===== config.mk =====
export PLATFORM = sky130hd
export DESIGN_NAME = ptp_event_trigger_config
export DESIGN_NICKNAME = d
export VERILOG_FILES = /design/src/hw/ptp_event_trigger_pkg.sv /design/src/hw/ptp_event_trigger_config.sv
export SDC_FILE = /design/constraint.sdc
export NUM_CORES = 1
export LEC_CHECK = 0
export BUFFER_PORTS_ARGS = -buffer_cell sky130_fd_sc_hd__buf_2
export CORE_UTILIZATION = 40
export DETAILED_ROUTE_END_ITERATION = 8
export PLACE_DENSITY = 0.57
export SYNTH_ARGS = -nofsm -noshare
export SYNTH_HDL_FRONTEND = slang
export SYNTH_SLANG_ARGS = --single-unit

===== constraint.sdc =====
create_clock -name ref_clk_i -period 4.4 [get_ports ref_clk_i]
set_clock_uncertainty 0.15 [all_clocks]
set_input_delay 0.44 -clock ref_clk_i [delete_from_list [all_inputs] [get_ports ref_clk_i]]
set_output_delay 0.44 -clock ref_clk_i [all_outputs]
set_load 0.005 [all_outputs]

===== src/hw/ptp_event_trigger_pkg.sv =====
// Constants and types for the event capture and trigger configuration block.
// Assumes a 16-bit paged management register port and a 20 MHz reference clock.
`default_nettype none
package ptp_event_trigger_pkg;
    localparam int ADDR_W    = 5;
    localparam int DATA_W    = 16;
    localparam int NUM_UNITS = 8;
    localparam int NUM_PINS  = 12;
    localparam int SEL_W     = 3;
    localparam int PIN_W     = 4;

    localparam logic [4:0] PAGE_SELECT_ADDR        = 5'h13;
    localparam logic [4:0] TRIGGER_CONFIG_ADDR     = 5'h14;
    localparam logic [4:0] EVENT_CONFIG_ADDR       = 5'h15;
    localparam logic [4:0] EVENT_QUEUE_STATUS_ADDR = 5'h1E;
    localparam logic [4:0] EVENT_CAPTURE_DATA_ADDR = 5'h1F;
    localparam logic [2:0] PAGE_STATUS             = 3'h4;
    localparam logic [2:0] PAGE_CONFIG             = 3'h5;
    localparam logic [2:0] PAGE_RESET              = 3'h0;
    localparam logic [3:0] PIN_MAX                 = 4'hC;

    // Trigger and event configuration field positions
    localparam int OUT_PULSE_BIT    = 15;
    localparam int OUT_PERIODIC_BIT = 14;
    localparam int OUT_OVERDUE_BIT  = 13;
    localparam int OUT_REPORT_BIT   = 12;
    localparam int OUT_INVERT_BIT   = 7;
    localparam int CAP_RISE_BIT     = 14;
    localparam int CAP_FALL_BIT     = 13;
    localparam int CAP_ONCE_BIT     = 12;
    localparam int PIN_LSB          = 8;
    localparam int SEL_LSB          = 1;
    localparam int COMMIT_BIT       = 0;

    // Event queue status field positions
    localparam int ST_DET_BIT    = 0;
    localparam int ST_MULT_BIT   = 1;
    localparam int ST_NUM_LSB    = 2;
    localparam int ST_RF_BIT     = 5;
    localparam int ST_LEN_LSB    = 6;
    localparam int ST_MISSED_LSB = 8;
    localparam logic [1:0] TS_LEN_ALL = 2'h3;
    localparam logic [2:0] MISSED_MAX = 3'h7;

    // Trigger pulse width
    localparam int CLK_PERIOD_NS = 50;
    localparam int OUT_PULSE_MODE_NS = 100;
    localparam int OUT_PULSE_MODE_CYCLES = (OUT_PULSE_MODE_NS + CLK_PERIOD_NS - 1) / CLK_PERIOD_NS;

    typedef enum logic [2:0] {PH_EXT, PH_NS_LO, PH_NS_HI, PH_SEC_LO, PH_SEC_HI} data_phase_type;

    typedef struct packed {
        logic        valid;
        logic [15:0] ext;
        logic        mult;
        logic [2:0]  num;
        logic        rf;
        logic [2:0]  missed;
        logic [29:0] ns;
        logic [31:0] sec;
    } event_rec_type;
endpackage
`default_nettype wire


===== src/hw/ptp_event_trigger_config.sv =====
// Event capture units, trigger generators and their paged configuration registers.
// Assumes a same-clock register master, a same-clock time counter and comparator,
// and asynchronous general-purpose pins that are synchronised here.
// Operation
// - Extended status odd bits give edge direction per unit, 1 rising.
// - Extended status even bits flag units that saw the edge.
// - Each event data read returns the next 16-bit piece, extended status or timestamp.
// - Trigger write with commit bit stores fields into selected trigger.
// - Trigger write without commit selects trigger for next read-back.
// - Pulse bit makes trigger emit a pulse, not an edge.
// - Periodic bit keeps trigger repeating; otherwise it fires once.
// - Overdue bit fires late trigger at once; late periodic fires without a done report.
// - Report bit flags completion or late error, and interrupts when enabled.
// - Non-zero pin field routes trigger to pins one through twelve.
// - Invert bit flips trigger output at trigger time.
// - Trigger select bits choose target of configuration access.
// - Trigger commit bit self-clears and reads as zero.
// - Reserved configuration bits ignore writes and read zero.
// - Event configuration uses same commit and read-back procedure.
// - Rise and fall enables capture matching edges on event input.
// - Single capture mode clears both enables after a capture.
// - Non-zero event pin field connects unit to pins one through twelve.
// - Event select chooses unit; commit bit stores its configuration.
// - Reading event status advances queue to next captured event.
// - With simultaneous events, extended status comes before timestamp pieces.
// - Pieces follow ns low, ns high with top bits zero, sec low, sec high.
`default_nettype none
module ptp_event_trigger_config #(
    parameter int PULSE_CYCLES = ptp_event_trigger_pkg::OUT_PULSE_MODE_CYCLES
) (
    // Clock and reset
    input  wire logic                                     ref_clk_i,
    input  wire logic                                     rstn_i,
    // Management register port
    input  wire logic [ptp_event_trigger_pkg::ADDR_W-1:0] reg_addr_i,
    input  wire logic [ptp_event_trigger_pkg::DATA_W-1:0] reg_wdata_i,
    input  wire logic                                     reg_wr_i,
    input  wire logic                                     reg_rd_i,
    output logic      [ptp_event_trigger_pkg::DATA_W-1:0] reg_rdata_o,
    // Time of day and trigger time comparison
    input  wire logic [29:0]                              time_ns_i,
    input  wire logic [31:0]                              time_sec_i,
    input  wire logic [ptp_event_trigger_pkg::NUM_UNITS-1:0] trig_match_i,
    input  wire logic [ptp_event_trigger_pkg::NUM_UNITS-1:0] trig_late_i,
    input  wire logic                                     trig_irq_en_i,
    // Trigger notification
    output logic      [ptp_event_trigger_pkg::NUM_UNITS-1:0] trig_done_o,
    output logic      [ptp_event_trigger_pkg::NUM_UNITS-1:0] trig_late_err_o,
    output logic                                          trig_irq_o,
    // General-purpose pins
    input  wire logic [ptp_event_trigger_pkg::NUM_PINS-1:0]  gpio_i,
    output logic      [ptp_event_trigger_pkg::NUM_PINS-1:0]  gpio_o,
    output logic      [ptp_event_trigger_pkg::NUM_PINS-1:0]  gpio_oe_o
);
    import ptp_event_trigger_pkg::*;

    if (PULSE_CYCLES < 1 || PULSE_CYCLES > 15) begin : g_bad_pulse
        $error("PULSE_CYCLES must lie between 1 and 15");
    end

    typedef struct packed {
        logic [2:0]                     page;
        logic [DATA_W-1:0]              rdata;
        logic [SEL_W-1:0]               out_unit_choice;
        logic [SEL_W-1:0]               evt_sel;
        logic [NUM_UNITS-1:0]           t_pulse;
        logic [NUM_UNITS-1:0]           t_per;
        logic [NUM_UNITS-1:0]           t_late;
        logic [NUM_UNITS-1:0]           t_notify;
        logic [NUM_UNITS-1:0]           t_toggle;
        logic [NUM_UNITS-1:0][PIN_W-1:0] t_pin;
        logic [NUM_UNITS-1:0]           t_armed;
        logic [NUM_UNITS-1:0]           t_level;
        logic [NUM_UNITS-1:0][3:0]      t_cnt;
        logic [NUM_UNITS-1:0]           t_done;
        logic [NUM_UNITS-1:0]           t_err;
        logic [NUM_UNITS-1:0]           e_rise_en;
        logic [NUM_UNITS-1:0]           e_fall_en;
        logic [NUM_UNITS-1:0]           e_once;
        logic [NUM_UNITS-1:0][PIN_W-1:0] e_pin;
        logic [NUM_PINS-1:0]            sync1;
        logic [NUM_PINS-1:0]            sync2;
        logic [NUM_PINS-1:0]            prev;
        event_rec_type                  pend;
        event_rec_type                  cur;
        data_phase_type                 phase;
        logic [NUM_PINS-1:0]            gpio;
        logic [NUM_PINS-1:0]            gpio_oe;
    } state_type;

    state_type s_reg;
    state_type s_next;

    logic                 cfg_page;
    logic                 sts_page;
    logic                 st_rd;
    logic                 ed_rd;
    logic [NUM_UNITS-1:0] rise_hit;
    logic [NUM_UNITS-1:0] fall_hit;
    logic [NUM_UNITS-1:0] hit;
    logic [NUM_UNITS-1:0] fire;
    event_rec_type        new_rec;

    assign cfg_page = (s_reg.page == PAGE_CONFIG);
    assign sts_page = (s_reg.page == PAGE_STATUS);
    assign st_rd    = reg_rd_i && sts_page && (reg_addr_i == EVENT_QUEUE_STATUS_ADDR);
    assign ed_rd    = reg_rd_i && sts_page && (reg_addr_i == EVENT_CAPTURE_DATA_ADDR);

    function automatic logic [DATA_W-1:0] status_word(input event_rec_type r);
        logic [DATA_W-1:0] w;
        w = '0;
        if (r.valid) begin
            w[ST_DET_BIT]                     = 1'b1;
            w[ST_MULT_BIT]                    = r.mult;
            w[ST_NUM_LSB +: 3]                = r.num;
            w[ST_RF_BIT]                      = r.rf;
            w[ST_LEN_LSB +: 2]                = TS_LEN_ALL;
            w[ST_MISSED_LSB +: 3]             = r.missed;
        end
        return w;
    endfunction

    always_comb begin
        logic [PIN_W-1:0] pin;
        logic             pin_ok;
        logic             cur_pin;
        logic             old_pin;
        pin     = '0;
        pin_ok  = 1'b0;
        cur_pin = 1'b0;
        old_pin = 1'b0;
        s_next  = s_reg;
        new_rec = '0;
        rise_hit = '0;
        fall_hit = '0;
        fire     = '0;

        // Pin synchroniser; the second stage and its delayed copy feed edge detection
        s_next.sync1 = gpio_i;
        s_next.sync2 = s_reg.sync1;
        s_next.prev  = s_reg.sync2;

        // Edge detection per event unit
        for (int i = 0; i < NUM_UNITS; i++) begin
            pin    = s_reg.e_pin[i];
            pin_ok = (pin != 4'h0) && (pin <= PIN_MAX);
            cur_pin = 1'b0;
            old_pin = 1'b0;
            for (int p = 0; p < NUM_PINS; p++) begin
                if (pin_ok && (pin == PIN_W'(p + 1))) begin
                    cur_pin = s_reg.sync2[p];
                    old_pin = s_reg.prev[p];
                end
            end
            rise_hit[i] = pin_ok && s_reg.e_rise_en[i] && cur_pin && !old_pin;
            fall_hit[i] = pin_ok && s_reg.e_fall_en[i] && !cur_pin && old_pin;
        end
        hit = rise_hit | fall_hit;

        // Build the captured record
        new_rec.valid = |hit;
        new_rec.mult  = (hit & (hit - NUM_UNITS'(1))) != '0;
        for (int i = NUM_UNITS - 1; i >= 0; i--) begin
            new_rec.ext[2*i+1] = rise_hit[i];
            new_rec.ext[2*i]   = hit[i];
            if (hit[i]) begin
                new_rec.num = SEL_W'(i);
                new_rec.rf  = rise_hit[i];
            end
        end
        new_rec.ns  = time_ns_i;
        new_rec.sec = time_sec_i;
        for (int i = 0; i < NUM_UNITS; i++) begin
            if (s_reg.e_once[i] && hit[i]) begin
                s_next.e_rise_en[i] = 1'b0;
                s_next.e_fall_en[i] = 1'b0;
            end
        end

        // Queue: a status read moves the pending event to the visible slot
        if (st_rd) begin
            s_next.cur        = s_reg.pend;
            s_next.pend.valid = 1'b0;
            s_next.phase      = s_reg.pend.mult ? PH_EXT : PH_NS_LO;
        end
        // A capture in the same cycle as the read lands in the freed slot
        if (new_rec.valid) begin
            if (s_next.pend.valid) begin
                // Newer event is dropped so the older timestamp stays intact
                if (s_reg.pend.missed != MISSED_MAX) begin
                    s_next.pend.missed = s_reg.pend.missed + 3'h1;
                end
            end else begin
                s_next.pend = new_rec;
            end
        end

        // Trigger generators
        for (int i = 0; i < NUM_UNITS; i++) begin
            s_next.t_done[i] = 1'b0;
            s_next.t_err[i]  = 1'b0;
            fire[i] = s_reg.t_armed[i] && (trig_match_i[i] || (trig_late_i[i] && s_reg.t_late[i]));
            if (s_reg.t_cnt[i] != 4'h0) begin
                s_next.t_cnt[i] = s_reg.t_cnt[i] - 4'h1;
                if (s_reg.t_cnt[i] == 4'h1) begin
                    s_next.t_level[i] = 1'b0;
                end
            end
            if (fire[i]) begin
                if (s_reg.t_toggle[i]) begin
                    s_next.t_level[i] = !s_reg.t_level[i];
                end else if (s_reg.t_pulse[i]) begin
                    s_next.t_level[i] = 1'b1;
                    s_next.t_cnt[i]   = 4'(PULSE_CYCLES);
                end else begin
                    s_next.t_level[i] = 1'b1;
                end
                s_next.t_armed[i] = s_reg.t_per[i];
                // Late-started periodic output fires but reports no completion
                s_next.t_done[i] = s_reg.t_notify[i] &&
                                   !(s_reg.t_per[i] && trig_late_i[i] && !trig_match_i[i]);
            end else if (s_reg.t_armed[i] && trig_late_i[i] && !s_reg.t_late[i]) begin
                s_next.t_armed[i] = 1'b0;
                s_next.t_err[i]   = s_reg.t_notify[i];
            end
        end

        // Register writes
        s_next.rdata = '0;
        if (reg_wr_i) begin
            if (reg_addr_i == PAGE_SELECT_ADDR) begin
                s_next.page = reg_wdata_i[2:0];
            end else if (cfg_page && reg_addr_i == TRIGGER_CONFIG_ADDR) begin
                s_next.out_unit_choice = reg_wdata_i[SEL_LSB +: SEL_W];
                if (reg_wdata_i[COMMIT_BIT]) begin
                    for (int i = 0; i < NUM_UNITS; i++) begin
                        if (reg_wdata_i[SEL_LSB +: SEL_W] == SEL_W'(i)) begin
                            s_next.t_pulse[i]  = reg_wdata_i[OUT_PULSE_BIT];
                            s_next.t_per[i]    = reg_wdata_i[OUT_PERIODIC_BIT];
                            s_next.t_late[i]   = reg_wdata_i[OUT_OVERDUE_BIT];
                            s_next.t_notify[i] = reg_wdata_i[OUT_REPORT_BIT];
                            s_next.t_pin[i]    = reg_wdata_i[PIN_LSB +: PIN_W];
                            s_next.t_toggle[i] = reg_wdata_i[OUT_INVERT_BIT];
                            s_next.t_armed[i]  = 1'b1;
                            s_next.t_cnt[i]    = 4'h0;
                        end
                    end
                end
            end else if (cfg_page && reg_addr_i == EVENT_CONFIG_ADDR) begin
                s_next.evt_sel = reg_wdata_i[SEL_LSB +: SEL_W];
                if (reg_wdata_i[COMMIT_BIT]) begin
                    for (int i = 0; i < NUM_UNITS; i++) begin
                        if (reg_wdata_i[SEL_LSB +: SEL_W] == SEL_W'(i)) begin
                            s_next.e_rise_en[i] = reg_wdata_i[CAP_RISE_BIT];
                            s_next.e_fall_en[i] = reg_wdata_i[CAP_FALL_BIT];
                            s_next.e_once[i]    = reg_wdata_i[CAP_ONCE_BIT];
                            s_next.e_pin[i]     = reg_wdata_i[PIN_LSB +: PIN_W];
                        end
                    end
                end
            end
        end

        // Register reads; reserved and commit bits stay zero
        if (reg_rd_i) begin
            if (reg_addr_i == PAGE_SELECT_ADDR) begin
                s_next.rdata[2:0] = s_reg.page;
            end else if (cfg_page && reg_addr_i == TRIGGER_CONFIG_ADDR) begin
                s_next.rdata[OUT_PULSE_BIT]       = s_reg.t_pulse[s_reg.out_unit_choice];
                s_next.rdata[OUT_PERIODIC_BIT]    = s_reg.t_per[s_reg.out_unit_choice];
                s_next.rdata[OUT_OVERDUE_BIT]     = s_reg.t_late[s_reg.out_unit_choice];
                s_next.rdata[OUT_REPORT_BIT]      = s_reg.t_notify[s_reg.out_unit_choice];
                s_next.rdata[PIN_LSB +: PIN_W]    = s_reg.t_pin[s_reg.out_unit_choice];
                s_next.rdata[OUT_INVERT_BIT]      = s_reg.t_toggle[s_reg.out_unit_choice];
                s_next.rdata[SEL_LSB +: SEL_W]    = s_reg.out_unit_choice;
            end else if (cfg_page && reg_addr_i == EVENT_CONFIG_ADDR) begin
                s_next.rdata[CAP_RISE_BIT]        = s_reg.e_rise_en[s_reg.evt_sel];
                s_next.rdata[CAP_FALL_BIT]        = s_reg.e_fall_en[s_reg.evt_sel];
                s_next.rdata[CAP_ONCE_BIT]        = s_reg.e_once[s_reg.evt_sel];
                s_next.rdata[PIN_LSB +: PIN_W]    = s_reg.e_pin[s_reg.evt_sel];
                s_next.rdata[SEL_LSB +: SEL_W]    = s_reg.evt_sel;
            end else if (st_rd) begin
                s_next.rdata = status_word(s_reg.pend);
            end else if (ed_rd) begin
                case (s_reg.phase)
                    PH_EXT: begin
                        s_next.rdata = s_reg.cur.ext;
                        s_next.phase = PH_NS_LO;
                    end
                    PH_NS_LO: begin
                        s_next.rdata = s_reg.cur.ns[15:0];
                        s_next.phase = PH_NS_HI;
                    end
                    PH_NS_HI: begin
                        s_next.rdata = {2'b00, s_reg.cur.ns[29:16]};
                        s_next.phase = PH_SEC_LO;
                    end
                    PH_SEC_LO: begin
                        s_next.rdata = s_reg.cur.sec[15:0];
                        s_next.phase = PH_SEC_HI;
                    end
                    PH_SEC_HI: begin
                        s_next.rdata = s_reg.cur.sec[31:16];
                        s_next.phase = PH_NS_LO;
                    end
                    default: begin
                        s_next.phase = PH_NS_LO;
                    end
                endcase
            end
        end

        // Pin drive; the lowest trigger wins if two share a pin
        s_next.gpio    = '0;
        s_next.gpio_oe = '0;
        for (int p = 0; p < NUM_PINS; p++) begin
            for (int i = NUM_UNITS - 1; i >= 0; i--) begin
                if (s_reg.t_pin[i] == PIN_W'(p + 1)) begin
                    s_next.gpio_oe[p] = 1'b1;
                    s_next.gpio[p]    = s_next.t_level[i];
                end
            end
        end
    end

    always_ff @(posedge ref_clk_i or negedge rstn_i) begin
        if (!rstn_i) begin
            s_reg       <= '0;
            s_reg.page  <= PAGE_RESET;
            s_reg.phase <= PH_NS_LO;
        end else begin
            s_reg <= s_next;
        end
    end

    assign reg_rdata_o     = s_reg.rdata;
    assign trig_done_o     = s_reg.t_done;
    assign trig_late_err_o = s_reg.t_err;
    assign trig_irq_o      = trig_irq_en_i && (|(s_reg.t_done | s_reg.t_err));
    assign gpio_o          = s_reg.gpio;
    assign gpio_oe_o       = s_reg.gpio_oe;
endmodule
`default_nettype wire


Word level (Yosys, flattened, before mapping)
Index checks and enable logic that the tools add are counted.
{"block": "op_classes", "n_lt_le_gt_ge": 10, "eq_ne": 220, "n_addsub": 10, "n_reduce_logical": 320, "muxes": 624, "bitwise_logic": 6}
{"op": "two-way mux 1 bit", "n": 517}
{"op": "== test 4 bit (second input constant)", "n": 80}
{"op": "two-way mux 56 bit", "n": 5}
{"op": "== test 4 x 3 -> 1 bit (second input constant)", "n": 64}
{"op": "two-way mux 4 bit", "n": 59}
{"op": "logical AND 1 bit", "n": 222}
{"op": "== test 4 x 2 -> 1 bit (second input constant)", "n": 32}
{"op": "two-way mux 32 bit", "n": 4}
{"op": "== test 4 x 1 -> 1 bit (second input constant)", "n": 24}
{"op": "two-way mux 87 bit", "n": 1}
{"op": "one-hot mux 16 bit (5 select lines)", "n": 1}
{"op": "nonzero test 4 bit", "n": 16}
{"op": "two-way mux 62 bit", "n": 1}
{"op": "zero test 1 bit", "n": 48}
{"op": "two-way mux 16 bit", "n": 3}
{"op": "AND reduction 6 bit", "n": 8}
{"op": "AND reduction 5 bit", "n": 8}
{"op": "two-way mux 3 bit", "n": 13}
{"op": "less-or-equal comparator 4 bit (second input constant)", "n": 8}
{"op": "two-way mux 8 bit", "n": 4}
{"op": "subtractor 4 x 1 -> 4 bit (second input constant)", "n": 8}
{"op": "== test 5 bit (second input constant)", "n": 5}
{"op": "binary-select mux 1 bit (select 3 bit)", "n": 8}
{"op": "binary-select mux 4 bit (select 3 bit)", "n": 2}
{"op": "other kinds (24)", "n": 49}
{"block": "totals", "elab_cells": 1289, "register_bits": 445, "output_inout_bits": 57, "inputBits": 116}

Logic depth before layout (Yosys ltp)
{"block": "logic_depth", "ltp_word": 29, "mapped_depth": 14, "mapped_depth_nobuf": 12}

Least setup slack after synthesis
Ideal clock, no wire load.
{"block": "synth_timing", "kind": "flip-flop to flip-flop", "from": "reg s_reg[337] (netlist name)", "to": "reg s_reg, in the netlist gpio_o[0]", "synth_period_minus_slack_ps": 3078, "t_arrival_ps": 2807, "setup_ps": 121, "path_slack_ps": 1322, "n_path_buf": 0, "stages_incl_launch_ff": 12, "required_ps": 4129, "cell_sequence": "dfrtp_1 inv_1 ha_1 or4b_2 a22oi_1 nor4_1 a221oi_1 a211oi_1 a211oi_1 a221oi_1 a311o_1 a22o_1"}
{"item": "start, declared", "line": "ptp_event_trigger_config.sv:91", "rtl": "state_type s_reg;"}
{"item": "start signal, assigned", "line": "ptp_event_trigger_config.sv:332", "rtl": "s_reg <= s_next;"}

Final worst setup path
{"block": "layout_timing", "from": "reg s_reg, in the netlist s_next[201]", "to": "reg s_reg[123] (netlist name)"}
{"block": "layout_between", "elab_chain_len": 18, "word_cells_on_any_way": 139, "classes_between": "mux: 96; bitwise: 1; reduce/logical: 42"}
{"item": "two-way mux 1 bit (12 in series)", "line": "ptp_event_trigger_config.sv:150", "rtl": "if (pin_ok && (pin == PIN_W'(p + 1))) begin"}
{"item": "zero test 1 bit", "line": "ptp_event_trigger_config.sv:156", "rtl": "fall_hit[i] = pin_ok && s_reg.e_fall_en[i] && !cur_pin && old_pin;"}
{"item": "logical AND 1 bit (2 in series)", "line": "ptp_event_trigger_config.sv:156"}
{"item": "OR 8 bit *", "line": "ptp_event_trigger_config.sv:158", "rtl": "hit = rise_hit | fall_hit;"}
{"item": "OR reduction 8 bit *", "line": "ptp_event_trigger_config.sv:161", "rtl": "new_rec.valid = |hit;"}
{"item": "AND reduction 2 bit (no line) *"}
Mark *: on every way between the ends. The rest lies on a longest branch, timed or not.
A chain may end at the register's enable or synchronous reset.

==> results_dict.tcl <==
set metrics [dict create \
    crit_top_cell "mux2_2" \
    area_growth_pct 16.1 \
    drtPass1Iterations 6 \
    crit_start "s_next[201]" \
    routed_via_density 5.70 \
    yosys_warnings 0 \
    cts_tree "built" \
    crit_buf_inv 1 \
    ir_worst_vdd_v 0.000311 \
    rsz0062_at_grt "no" \
    ys.flop_type "dfrtp_1" \
    wl_met3_um 3650 \
    critical_path_depth 10 \
    cts_buffer_depth 3 \
    seq_area_frac_synth_pct 47.1 \
    min_period_ns 3.85 \
    core_area_um2 58000 \
    die_h_um 245 \
    power.density_nw_per_um2 377 \
    hold_path.class "input pin to flip-flop" \
    cts_root_buf "clkbuf_16" \
    worst_pin_slew_ns 1.19 \
    p_total_w 0.0104 \
    crit_slowest_cell "dfrtp_1" \
    reg2reg_from "s_next[201]" \
    hold_violations 0 \
    post_cts_buffers 0 \
    slew-limit-headroom_pct 20.3 \
    r2r_cells 10 \
    wl_um 70300 \
    crit_chain "mux2_2 > a221oi_1 > o21ai_1 > a32o_1 > and3_1 > nor2_1 > nand4b_1 > o21ai_4 > buf_12 > mux2_2" \
    fill_cells 5269 \
    maxSlewViolCount 0 \
    grt_start_max_net_pins 109 \
    setup_viol 0 \
    ant_nets 0 \
    period_share_pct 87.4 \
    final_area_um2 27400 \
    max-cap-violations 0 \
    drc 0 \
    route.vias.total 18100 \
    post_dp_cell_area_um2 24800 \
    path_clk_slew_ns 0.06 \
    finalWorstSetupSlack_ns 0.553 \
    insertion_delay_ns 0.61 \
    drive_above_1_share_pct 24.4 \
    antenna_found_initial 3 \
    hold_start "trig_late_i[2]" \
    grt_pass1_vias 17900 \
    grt_util_all_layers_pct 23.3 \
    htree_levels 2 \
    worstPathRequired_ns 4.74 \
    detail_route.iter0.violations 1501 \
    syn_inst 2210 \
    start_util_pct 40.7 \
    wl_met2_um 32600 \
    endpoint_kind "flip-flop" \
    dp_hpwl_um 49900 \
    worst-setup-path-type "flip-flop to flip-flop" \
    wl_met1_um 31900 \
    wire_per_inst_um 22.2 \
    cts_resized 0 \
    ys_seq_elements 445 \
    cts-buffers-inserted 50 \
    status "completed" \
    start_kind "flip-flop" \
    top_layer "met4" \
    critPathMaxStageDelay_ns 0.59 \
    io_pins 173 \
    largest_reg_flops 365 \
    tns_ns 0 \
    dieArea_um2 60100 \
    critPathMaxFanout 71 \
    syn_avg_cell_area_um2 10.7 \
    row_count 88 \
    holdPathStages 4 \
    yosysUniqueCellTypes 82 \
    netlist_area_um2 23600 \
    p_leak_nw 12.6 \
    synth_edf_count 0 \
    path_delay_family "compound AO/OA/AOI/OAI gates" \
    gpl.final_weighted_congestion 0.949 \
    pre_cts_ws_ns 0.568 \
    grt_pass1_wl_um 107000 \
    multi_input_area_um2 11400 \
    fmax_mhz 260 \
    clock-sinks 445 \
    die_x_um 245 \
    gr-total-overflow 0 \
    finalNetCount 2502 \
    regArea_um2 11100 \
    syn_nets 2352 \
    port_buffers 169 \
    cp_data_arrival_time_ns 4.19 \
    synth_async_sr_flop_share_pct 100 \
]
## routing by layer
metal	up-vias	global-route usage, %
li1	8256	-
met1	9106	32.9
met2	580	36.5
met3	127	2.80
met4	0	8.69
met5	-	0
## tightest hold or removal path, cell delays in order
cell and delay [ns]:
buf_2 0.10, o21ai_0 0.08, nand2_1 0.06, nand2_1 0.05
## cell families after synthesis
group                    count (synthesis)  synth area share (%)
AO/OA/AOI/OAI                          415                  11.5
XOR/XNOR                                10                 0.371
adder cells (fa/ha/maj)                 27                  1.42
buffers and inverters                  235                  4.97
flip-flops                             445                  47.1
multiplexers                           385                  20.1
AND/OR/NAND/NOR                        693                  14.5
## cells in the final DEF, fill, tap and decap left out, types with 22 or more instances in the layout
cell type,Yosys,final
nand3_1,35,35
nand2b_1,73,73
dfrtp_1,444,444
mux2i_1,74,74
a21oi_1,86,86
nor3_1,69,69
o21ai_0,93,93
nor3b_1,22,22
mux2_1,35,35
inv_1,52,52
o22ai_1,31,31
clkbuf_16,0,50
nor2b_1,34,34
buf_2,20,168
mux2_2,231,231
nand2_1,186,186
a211oi_1,23,23
a221oi_1,27,27
mux4_2,45,45
nor2_1,180,180
dlygate4sd3_1,0,84
buf_4,59,22
ha_1,26,26
## where the power goes
group	leakage [nW]	internal, W	switching (W)	total (W)
logic	5.72	0.000593	0.000657	0.00125
clock network	0.882	0.00274	0.00177	0.00451
registers	5.98	0.00436	0.000235	0.00459
total	12.6	0.00769	0.00266	0.0104
## final timing paths
kind | to | slack (ns)
max | s_reg[123] | 0.55
min | s_reg[351] | 0.04
max reg2reg | s_reg[123] | 0.55
min reg2reg | s_next[212] | 0.20
max in group asynchronous | s_reg[34] | 2.76
min in group asynchronous | s_reg[351] | 0.38
## synthesized netlist by cell type (15+ instances only)
master / count / share of area, %
nor2b_1: 34 / 0.90
a211oi_1: 23 / 0.73
nand3b_1: 19 / 0.60
a221oi_1: 27 / 1.0
nand2b_1: 73 / 1.9
clkbuf_1: 91 / 1.4
buf_4: 59 / 1.9
nand2_1: 186 / 3.0
mux2i_1: 74 / 3.1
o21ai_0: 93 / 2.0
inv_1: 52 / 0.83
nor2_1: 180 / 2.9
nor3_1: 69 / 1.5
buf_2: 20 / 0.42
nand3_1: 35 / 0.74
o21a_1: 17 / 0.54
a22oi_1: 19 / 0.60
ha_1: 26 / 1.4
mux2_2: 231 / 11
o22ai_1: 31 / 0.82
a31oi_1: 15 / 0.40
nor4_1: 19 / 0.50
mux2_1: 35 / 1.7
dfrtp_1: 444 / 47
nor3b_1: 22 / 0.70
mux4_2: 45 / 4.3
a21oi_1: 86 / 1.8
## area by class of cell
class                      instances  area share [%]
antenna                            3          0.0274
clock buffer                      64            4.97
clock inverter                    28            1.58
inverter                          52           0.711
multi-input combinational       1530            41.4
sequential                       445            40.6
tap                              765            3.49
timing repair buffer             281            7.22
## through the flow
stage / utilization, % / hold slack (ns) / std cells
detailed placement: 42.7 / 0.185 / 2989
finish: 47.3 / 0.0366 / 3168
floorplan: - / -0.00559 / 2210
CTS: 47.3 / 0.00637 / 3165
global route: 47.3 / 0.0210 / 3166
global placement: 42.7 / 0.182 / 2989
## timing repair
action                                  in CTS  in global routing
hold buffers                                84                  0
hold endpoints to repair                   186                  0
endpoints found under the setup margin       0                  0
Note: power is estimated with default switching activity, not from simulation.
